## config.mk

```make
export PLATFORM = sky130hd
export DESIGN_NAME = hrbp_host_port
export DESIGN_NICKNAME = d
export VERILOG_FILES = /design/src/rtl/hrbp_host_port.v
export VERILOG_INCLUDE_DIRS = /design/src /design/src/rtl
export SDC_FILE = /design/constraint.sdc
export NUM_CORES = 1
export LEC_CHECK = 0
export BUFFER_PORTS_ARGS = -buffer_cell sky130_fd_sc_hd__buf_2
export CAP_MARGIN = 25
export CORE_MARGIN = 8
export CORE_UTILIZATION = 40
export DETAILED_ROUTE_END_ITERATION = 10
export PLACE_DENSITY = 0.66
export REMOVE_ABC_BUFFERS = 1
export SLEW_MARGIN = 25
export SYNTH_ARGS = -nofsm -noshare
export SYNTH_HDL_FRONTEND = slang
export SYNTH_SLANG_ARGS = --single-unit
export TNS_END_PERCENT = 100
```

## constraint.sdc

```tcl
create_clock -name SYS_CLK -period 2.2 [get_ports SYS_CLK]
set_input_delay 0.44 -clock SYS_CLK [delete_from_list [all_inputs] [get_ports SYS_CLK]]
set_output_delay 0.44 -clock SYS_CLK [all_outputs]
set_load 0.05 [all_outputs]
```

## src/rtl/hrbp_regs.vh

```
`ifndef HRBP_REGS_VH
`define HRBP_REGS_VH

// ****************************************************************
// Port widths and reset values.
// ****************************************************************
`define HRBP_ADDR_W 5
`define HRBP_DATA_W 8
`define HRBP_ZERO_ADDR 5'h00
`define HRBP_ZERO_DATA 8'h00
`define HRBP_RST_MIN_CLOCKS 5

// ****************************************************************
// Host pin vector layout and idle level.
// ****************************************************************
`define HRBP_PIN_CS 2
`define HRBP_PIN_DS 1
`define HRBP_PIN_WR 0
`define HRBP_PIN_IDLE 3'h7

`endif

```

## src/rtl/hrbp_host_port.v

```verilog
`timescale 1ns/1ps
`include "hrbp_regs.vh"

module hrbp_host_port #(
  parameter ADDR_W = `HRBP_ADDR_W,
  parameter DATA_W = `HRBP_DATA_W
) (
  // Clock and reset.
  input wire SYS_CLK,
  input wire RST_B,
  // Host bus pins.
  input wire CHIP_SELECT_LOW,
  input wire DATA_OR_READ_STROBE_LOW,
  input wire DIRECTION_OR_WRITE_STROBE_LOW,
  input wire [ADDR_W-1:0] ADDR,
  input wire [DATA_W-1:0] DATA_IN,
  output reg [DATA_W-1:0] DATA_OUT,
  output reg DATA_OE,
  output reg TRANSFER_ACKNOWLEDGE_LOW,
  output reg TRANSFER_ACKNOWLEDGE_OE,
  // Register file side.
  output reg REG_WR,
  output reg REG_RD,
  output reg [ADDR_W-1:0] REG_ADDR,
  output reg [DATA_W-1:0] REG_WDATA,
  input wire [DATA_W-1:0] REG_RDATA
);

  // ****************************************************************
  // States.
  // ****************************************************************
  localparam [2:0] ST_IDLE = 3'h1;
  localparam [2:0] ST_READ = 3'h2;
  localparam [2:0] ST_WRITE = 3'h4;

  // ****************************************************************
  // Request decoding.
  // ****************************************************************
  // A read needs chip select and data strobe low with the write strobe high.
  function read_req(input [2:0] pins);
    read_req = !pins[`HRBP_PIN_CS] && !pins[`HRBP_PIN_DS] && pins[`HRBP_PIN_WR];
  endfunction

  // A write needs chip select and the write strobe low.
  function write_req(input [2:0] pins);
    write_req = !pins[`HRBP_PIN_CS] && !pins[`HRBP_PIN_WR];
  endfunction

  // ****************************************************************
  // Reset synchroniser.
  // ****************************************************************
  reg rst_meta_q;
  reg rst_sync_q;
  wire rst_n;

  always @(posedge SYS_CLK or negedge RST_B) begin
    if (!RST_B) begin
      rst_meta_q <= 1'b0;
      rst_sync_q <= 1'b0;
    end else begin
      rst_meta_q <= 1'b1;
      rst_sync_q <= rst_meta_q;
    end
  end

  assign rst_n = rst_sync_q;

  // ****************************************************************
  // Strobe synchronisers and bus sampling.
  // ****************************************************************
  reg [2:0] pin_meta_q;
  reg [2:0] pin_sync_q;
  reg [ADDR_W-1:0] addr_meta_q;
  reg [ADDR_W-1:0] addr_sync_q;
  reg [DATA_W-1:0] data_meta_q;
  reg [DATA_W-1:0] data_sync_q;
  wire cs_act;
  wire ds_act;
  wire wr_act;

  always @(posedge SYS_CLK or negedge rst_n) begin
    if (!rst_n) begin
      pin_meta_q <= `HRBP_PIN_IDLE;
      pin_sync_q <= `HRBP_PIN_IDLE;
      addr_meta_q <= `HRBP_ZERO_ADDR;
      addr_sync_q <= `HRBP_ZERO_ADDR;
      data_meta_q <= `HRBP_ZERO_DATA;
      data_sync_q <= `HRBP_ZERO_DATA;
    end else begin
      pin_meta_q <= {CHIP_SELECT_LOW, DATA_OR_READ_STROBE_LOW,
                     DIRECTION_OR_WRITE_STROBE_LOW};
      pin_sync_q <= pin_meta_q;
      addr_meta_q <= ADDR;
      addr_sync_q <= addr_meta_q;
      data_meta_q <= DATA_IN;
      data_sync_q <= data_meta_q;
    end
  end

  assign cs_act = ~pin_sync_q[`HRBP_PIN_CS];
  assign ds_act = ~pin_sync_q[`HRBP_PIN_DS];
  assign wr_act = ~pin_sync_q[`HRBP_PIN_WR];

  // ****************************************************************
  // Access state machine.
  // ****************************************************************
  reg [2:0] state_q;
  reg [2:0] state_d;

  always @* begin
    state_d = state_q;
    case (state_q)
      ST_IDLE: begin
        if (write_req(pin_sync_q)) begin
          state_d = ST_WRITE;
        end else if (read_req(pin_sync_q)) begin
          state_d = ST_READ;
        end
      end
      ST_READ: begin
        if (!ds_act || !cs_act) begin
          state_d = ST_IDLE;
        end
      end
      ST_WRITE: begin
        if (!wr_act || !cs_act) begin
          state_d = ST_IDLE;
        end
      end
      default: begin
        state_d = ST_IDLE;
      end
    endcase
  end

  // ****************************************************************
  // State register.
  // ****************************************************************
  always @(posedge SYS_CLK or negedge rst_n) begin
    if (!rst_n) begin
      state_q <= ST_IDLE;
    end else begin
      state_q <= state_d;
    end
  end

  // ****************************************************************
  // Access phase decoding.
  // ****************************************************************
  wire rd_start;
  wire wr_start;
  wire rd_hold;
  wire wr_hold;

  assign rd_start = (state_q == ST_IDLE) && (state_d == ST_READ);
  assign wr_start = (state_q == ST_IDLE) && (state_d == ST_WRITE);
  assign rd_hold = (state_q == ST_READ) && (state_d == ST_READ);
  assign wr_hold = (state_q == ST_WRITE) && (state_d == ST_WRITE);

  // ****************************************************************
  // Register file strobes.
  // ****************************************************************
  always @(posedge SYS_CLK or negedge rst_n) begin
    if (!rst_n) begin
      REG_WR <= 1'b0;
      REG_RD <= 1'b0;
      REG_ADDR <= `HRBP_ZERO_ADDR;
      REG_WDATA <= `HRBP_ZERO_DATA;
    end else begin
      REG_RD <= rd_start;
      REG_WR <= wr_start;
      if (rd_start || wr_start) begin
        REG_ADDR <= addr_sync_q;
      end
      if (wr_start) begin
        REG_WDATA <= data_sync_q;
      end
    end
  end

  // ****************************************************************
  // Host data bus.
  // ****************************************************************
  always @(posedge SYS_CLK or negedge rst_n) begin
    if (!rst_n) begin
      DATA_OUT <= `HRBP_ZERO_DATA;
      DATA_OE <= 1'b0;
    end else begin
      if (rd_hold) begin
        DATA_OUT <= REG_RDATA;
        DATA_OE <= 1'b1;
      end else begin
        DATA_OE <= 1'b0;
      end
    end
  end

  // ****************************************************************
  // Transfer acknowledge.
  // ****************************************************************
  always @(posedge SYS_CLK or negedge rst_n) begin
    if (!rst_n) begin
      TRANSFER_ACKNOWLEDGE_LOW <= 1'b1;
      TRANSFER_ACKNOWLEDGE_OE <= 1'b0;
    end else begin
      if (rd_hold || wr_hold) begin
        TRANSFER_ACKNOWLEDGE_LOW <= 1'b0;
        TRANSFER_ACKNOWLEDGE_OE <= 1'b1;
      end else begin
        TRANSFER_ACKNOWLEDGE_LOW <= 1'b1;
        TRANSFER_ACKNOWLEDGE_OE <= 1'b0;
      end
    end
  end

endmodule

```

==> impl_results.md, run 1 <==
- Synth Warn #: 0
- IO Port Bufs: 51
- Vias in the first global route: 1,177
- Reg-to-reg startpoint: state_q[0]
- Max Clock Skew: around 0.0094 ns
- Clock power share: 0.341
- CP Max Fanout: 9
- Die Ht: 87.0 um
- Sequential Area: 1590 um2
- Primary FF master, synth: dfrtp_1
- Worst-Skew Late Latency: 0.32 ns
- Largest cells by area after synthesis: dfrtp_1, dfstp_2, mux2_2
- Num ports: 52
- Power share of the combinational group: 0.208
- Setup slack, reg-to-reg: about 0.4 ns
- Critical Path Sink Type: flop
- Setup repair bufs after CTS: 0
- Die Width: between 80 and 90 um
- Post-synth ARST share: 1.00
- Post-synth cell types: 23
- Critical register-to-register path endpoint: REG_WDATA[6]
- Initial antenna violation count: 0
- First-pass GRT wire length: 5490 um
- P per Cell Area: roughly 1200 nW/um2
- Global-route usage over all layers: 0.0979
- Status: finished, final reports clean
- DR DRC count: 0
- FP Rows: 26
- Sw Ratio: 0.300
- Final Hold Viols: 0
- Multi-input logic area: 407 um2
- Share of layout cells above drive strength 1: 0.568
- Area leader, netlist: dfrtp_1
- CTS tree: done
- Pin count of the biggest net entering global routing: 35
- DR iter-0 viols: 78
- Min-delay src: DATA_OR_READ_STROBE_LOW
- MaxCap Viol Count: 0
- Final setup vio count: 0
- Die area: ~7600 um2
- Area share of the largest cell type after synthesis: 0.682
- Inserted Diodes: 0
- Initial core utilization: 0.405
- CTS H-tree lvls: 3
- Area Overhead vs Synth: 28.7%
- Syn Inst Count: about 110
- Crit Path Class: reg -> reg
- WL/cell: ~14 um
- Router iterations before antenna repair: 4
- Post-route insts no fill: 246
- CTS Buf Count: 9
- Placed Cells: 229
- Worst slew margin: 0.599
- Crit path DAT: roughly 2.0 ns
- Most common cell after layout, fill and taps aside: dfrtp_1
- Maximum clock rate: around 0.56 GHz
- CTS Sinks: between 60 and 70
- Net Sw Power: ~0.00091 W
- Measured slew at the worst slew-check pin: between 0.6 and 0.7 ns
- Fin Setup TNS: 0 ns
- Syn Area/Cell: roughly 19 um2
- Final nets: approximately 200
- Post-route minimum period: around 1.8 ns
- Bufs on Longest Clock Path: 2
- Final Cycle Share: 0.818
- RSZ-0062 raised after global routing: false
- Via-to-Cell Ratio: between 4 and 5
- Most frequent cells in the layout: dfrtp_1, buf_2, mux2_2
- #FFs+latches synth: 63
- DP HPWL: around 2500 um
- Detailed-route via count: between 1,000 and 1,500
- Drt total wl: roughly 3400 um
- Clk pin slew, worst setup/hold paths: around 0.06 ns
- Overflow after GRT: 0
- Routability cong.: between 0.6 and 0.7
- Hold path cells: 1
- Hold slack: around 0.22 ns
- Slew Limit Fails: 0
- Hold crit path type: in -> reg
- # fillers: 409
- Sequential share of power: 0.451
- Worst Hold End: pin_meta_q[1]
- Sequential cell area fraction in the yosys report: 0.787
- Setup crit start kind: flop
- Post-synth EDFFs: 0
- FF-to-FF path depth: 3
- Core footprint: approximately 5000 um2
- VDD IR-drop max: 0.000754 V
- Internal: around 0.0021 W
- Leak: 1.26 nW
- CTS root buf: clkbuf_8
- Synthesized cell area: slightly above 2000 um2
- Req. time, crit path: roughly 2.4 ns
- Remaining antenna violation count: 0
[worst max path at each step]
stage | startpoint | end
floorplan | rst_n | DATA_OE
detailed placement | state_q[0] | REG_WDATA[6]
CTS | state_q[0] | REG_WDATA[6]
global placement | state_q[0] | REG_WDATA[5]
global route | state_q[0] | REG_WDATA[6]
finish | state_q[0] | REG_WDATA[6]
[routing by layer]
metal	global-route usage	vias up	part of all wire
li1	-	489	-
met1	0.0994	547	0.39
met2	0.162	32	0.53
met3	0.0491	4	0.067
met4	0.0516	0	0.012
met5	0	-	0
[final cells by class]
cell class                      instances  share of cell area
Inverter                                2             0.00289
Multi-Input combinational cell         42               0.157
Sequential cell                        63               0.612
Clock buffer                           14              0.0704
Timing Repair Buffer                   53               0.110
Tap cell                               70              0.0338
Clock inverter                          2              0.0145
[worst max-delay path, cell delays in order (launching register included)]
cell and delay [ns]:
dfstp_2 0.59, or4b_4 0.53, nor2_8 0.19, mux2_2 0.36
[cell families (layout without fill, tap and decap cells)]
kind of cell | count (synthesis) | in the layout | share of synthesized area
flip-flops | 63 | 63 | 0.787
multiplexers | 21 | 21 | 0.127
AND/OR/NAND/NOR | 15 | 15 | 0.0558
AO/OA/AOI/OAI | 4 | 4 | 0.0130
buffers and inverters | 4 | 71 | 0.0118
other | 1 | 1 | 0.00186
XOR/XNOR | 1 | 1 | 0.00434
[per-stage QoR]
stage,utilization,setup WS (ns),instance area (um2),total power [W]
after floorplan,-,0.330,2000,0.00186
after global placement,0.475,0.463,2360,0.00201
after detailed placement,0.475,0.408,2360,0.00203
after CTS,0.521,0.385,2590,0.00308
after global routing,0.521,0.344,2590,0.00318
final,0.521,0.399,2590,0.00304
[power groups by stage]
stage	Sequential (W)	Clock (W)	Combinational (W)
detailed placement	0.00139	0	0.000641
finish	0.00137	0.00104	0.000632
global placement	0.00139	0	0.000624
floorplan	0.00172	0	0.000134
CTS	0.00138	0.00107	0.000642
global route	0.00139	0.00113	0.000661
[sequential cells by signal (all words and copies together) (netlist names), 3 cells and up]
signal       cells
DATA_OUT         8
state_q          3
pin_meta_q       3
data_meta_q      8
pin_sync_q       3
data_sync_q      8
addr_meta_q      5
addr_sync_q      5
REG_WDATA        8
REG_ADDR         5
[cells in the mapped netlist, drive strengths merged (2+ instances only)]
cell type / instances
nand2: 2
inv: 2
nor2: 4
mux2: 21
dfstp: 8
a21o: 2
dfrtp: 55
nor3b: 2
nand2b: 2
[timing repair]
action	CTS	global route
gates resized for setup	0	0
hold buffers	1	0
hold endpoints to repair	2	0
No activity file was read; power rests on OpenSTA's default activity.
==> run 2: changes to the inputs <==
==> constraint.sdc (replaced) <==
create_clock -name SYS_CLK -period 1.67 [get_ports SYS_CLK]
set_input_delay 0.334 -clock SYS_CLK [delete_from_list [all_inputs] [get_ports SYS_CLK]]
set_output_delay 0.334 -clock SYS_CLK [all_outputs]
set_load 0.05 [all_outputs]
==> run 2 against run 1 <==
The flow now finishes with violations (negative setup slack). Die area unchanged. Final area up 2.9%. Clock power up 46%. Count of clock-buffer cells in the layout down 4. Global-route usage up 0.37 points. Sequential power up 31%. Wire length up 2.5%. Sequential share of layout area down 1.7 points. Utilization up 1.5 points. Setup slack worse by 0.43 ns.
==> impl_results.md, run 2 (synthesis gave the netlist of run 1 again) <==
- Core footprint: ~5000 um2
- FP Rows: 26
- Via-to-Cell Ratio: about 4.3
- Router iterations before antenna repair: 4
- Die Width: 87.0 um
- # fillers: 402
- Power share of the combinational group: 0.211
- Placed Cells: 233
- CTS root buf: clkbuf_8
- Post-route insts no fill: 252
- Bufs on Longest Clock Path: 2
- Vias in the first global route: roughly 1,200
- Die Ht: 87.0 um
- Maximum clock rate: slightly below 0.6 GHz
- CTS Sinks: between 60 and 70
- Net Sw Power: ~0.0012 W
- Die area: about 7600 um2
- Sw Ratio: 0.293
- CP Buf/Inv Count: 0
- Final Cycle Share: 1.02
- Critical Path Sink Type: flop
- Violated checks: negative setup slack
- Crit Path Class: reg -> reg
- Largest stage delay, worst path: 0.53 ns
- Worst-Skew Late Latency: approximately 0.33 ns
- Setup crit start kind: flop
- RSZ-0062 raised after global routing: true
- Crit path DAT: 1.91 ns
- Sequential share of power: 0.427
- DR DRC count: 0
- CTS tree: done
- Top delay family on crit path: simple AND/OR/NAND/NOR gates
- Share of layout cells above drive strength 1: 0.582
- Hold slack: 0.105 ns
- CTS H-tree lvls: 3
- P per Cell Area: about 1600 nW/um2
- Slew Limit Fails: 0
- Req. time, crit path: 1.88 ns
- Setup ws final: -0.0324 ns
- Worst path slowest cell: dfstp_2
- Status: finished, violations left
- CP Cell Sequence: or4b_4 > nor2_4 > mux2_2
- Area Overhead vs Synth: 32.4%
- Global-route usage over all layers: 0.102
- Pin count of the biggest net entering global routing: 35
- WL/cell: ~14 um
- Drt total wl: 3490 um
- Final Hold Viols: 0
- Setup slack, reg-to-reg: -0.03 ns
- Overflow after GRT: 0
- VDD IR-drop max: between 0.0009 and 0.001 V
- Post-route minimum period: around 1.7 ns
- Clk pin slew, worst setup/hold paths: 0.07 ns
- Max Clock Skew: 0.00819 ns
- Clock power share: 0.362
- Initial core utilization: 0.405
- CP Max Fanout: 4
- IO Port Bufs: 51
- Num ports: 52
- Initial antenna violation count: 0
- Hold crit path type: in -> reg
- Final nets: ~200
- DP HPWL: 2550 um
- Sequential Area: about 1600 um2
- DR iter-0 viols: 66
- Detailed-route via count: around 1,100
- Final setup vio count: 12
- Inserted Diodes: 0
- Internal: between 0.002 and 0.003 W
- Most common cell after layout, fill and taps aside: dfrtp_1
- Remaining antenna violation count: 0
- First-pass GRT wire length: approximately 5700 um
- Leak: roughly 1.3 nW
- CTS Buf Count: 9
- Multi-input logic area: roughly 440 um2
- Routability cong.: 0.712
- Most frequent cells in the layout: dfrtp_1, buf_2, mux2_4
- MaxCap Viol Count: 0
==> run 2: changes by cell type in the layout (fill, tap and decap cells not counted), moves of 2 or more <==
cell       change
buf_4          +6
clkinv_2       +2
mux2_2         -6
clkbuf_8       -4
bufinv_16      +2
mux2_4         +6
==> run 2: layout make-up <==
cell class / instances / area share
clock buffer: 10 / 0.0478
clock inverter: 6 / 0.0408
multi-input combinational: 43 / 0.165
sequential: 63 / 0.595
timing repair buffer: 58 / 0.116
tap: 70 / 0.0328
inverter: 2 / 0.00281
==> run 2: metrics by stage <==
| step | instance area [um2] | total power [W] | TNS [ns] | util | worst slack (ns) |
|---|---|---|---|---|---|
| after global routing | 2670 | 0.00439 | -0.734 | 0.536 | -0.0714 |
| after detailed placement | 2380 | 0.00268 | -0.213 | 0.479 | -0.0309 |
| after global placement | 2380 | 0.00266 | 0 | 0.479 | 0.0114 |
| after CTS | 2630 | 0.00422 | -0.281 | 0.528 | -0.0355 |
| after floorplan | 2000 | 0.00245 | -10.85 | - | -0.200 |
| final | 2670 | 0.00420 | -0.281 | 0.536 | -0.0324 |
==> run 2: layer usage <==
metal  up-vias  global-route usage  wire length (um)  part of all wire
met4         0              0.0704                76             0.022
met5         -                   0                 0                 0
met1       528              0.0990              1410              0.40
li1        503                   -                 -                 -
met2        32               0.167              1790              0.51
met3         8              0.0491               212             0.061
==> run 2: worst paths after layout <==
path	start	end	cells past startpoint
max	state_q[0]	REG_WDATA[5]	3
min reg2reg	rst_n	addr_meta_q[3]	1
min in group asynchronous	rst_n	addr_meta_q[3]	1
max reg2reg	state_q[0]	REG_WDATA[5]	3
max in group asynchronous	rst_n	pin_meta_q[2]	1
min	DIRECTION_OR_WRITE_STROBE_LOW	pin_meta_q[0]	1
==> run 2: repair_timing <==
action	in CTS	in global routing
gates cloned	0	1
buffers inserted	0	1
hold buffers	1	0
gates resized for setup	0	6
hold endpoints to repair	2	0
pin swaps	0	2
setup endpoints to repair	13	13
==> run 2: power by group through the flow <==
stage / clock (W) / sequential, W / combinational [W]
2_1_floorplan: 0 / 0.00227 / 0.000177
3_3_place_gp: 0 / 0.00181 / 0.000846
3_5_place_dp: 0 / 0.00182 / 0.000865
4_1_cts: 0.00157 / 0.00179 / 0.000866
5_1_grt: 0.00164 / 0.00182 / 0.000928
6_report: 0.00152 / 0.00179 / 0.000886
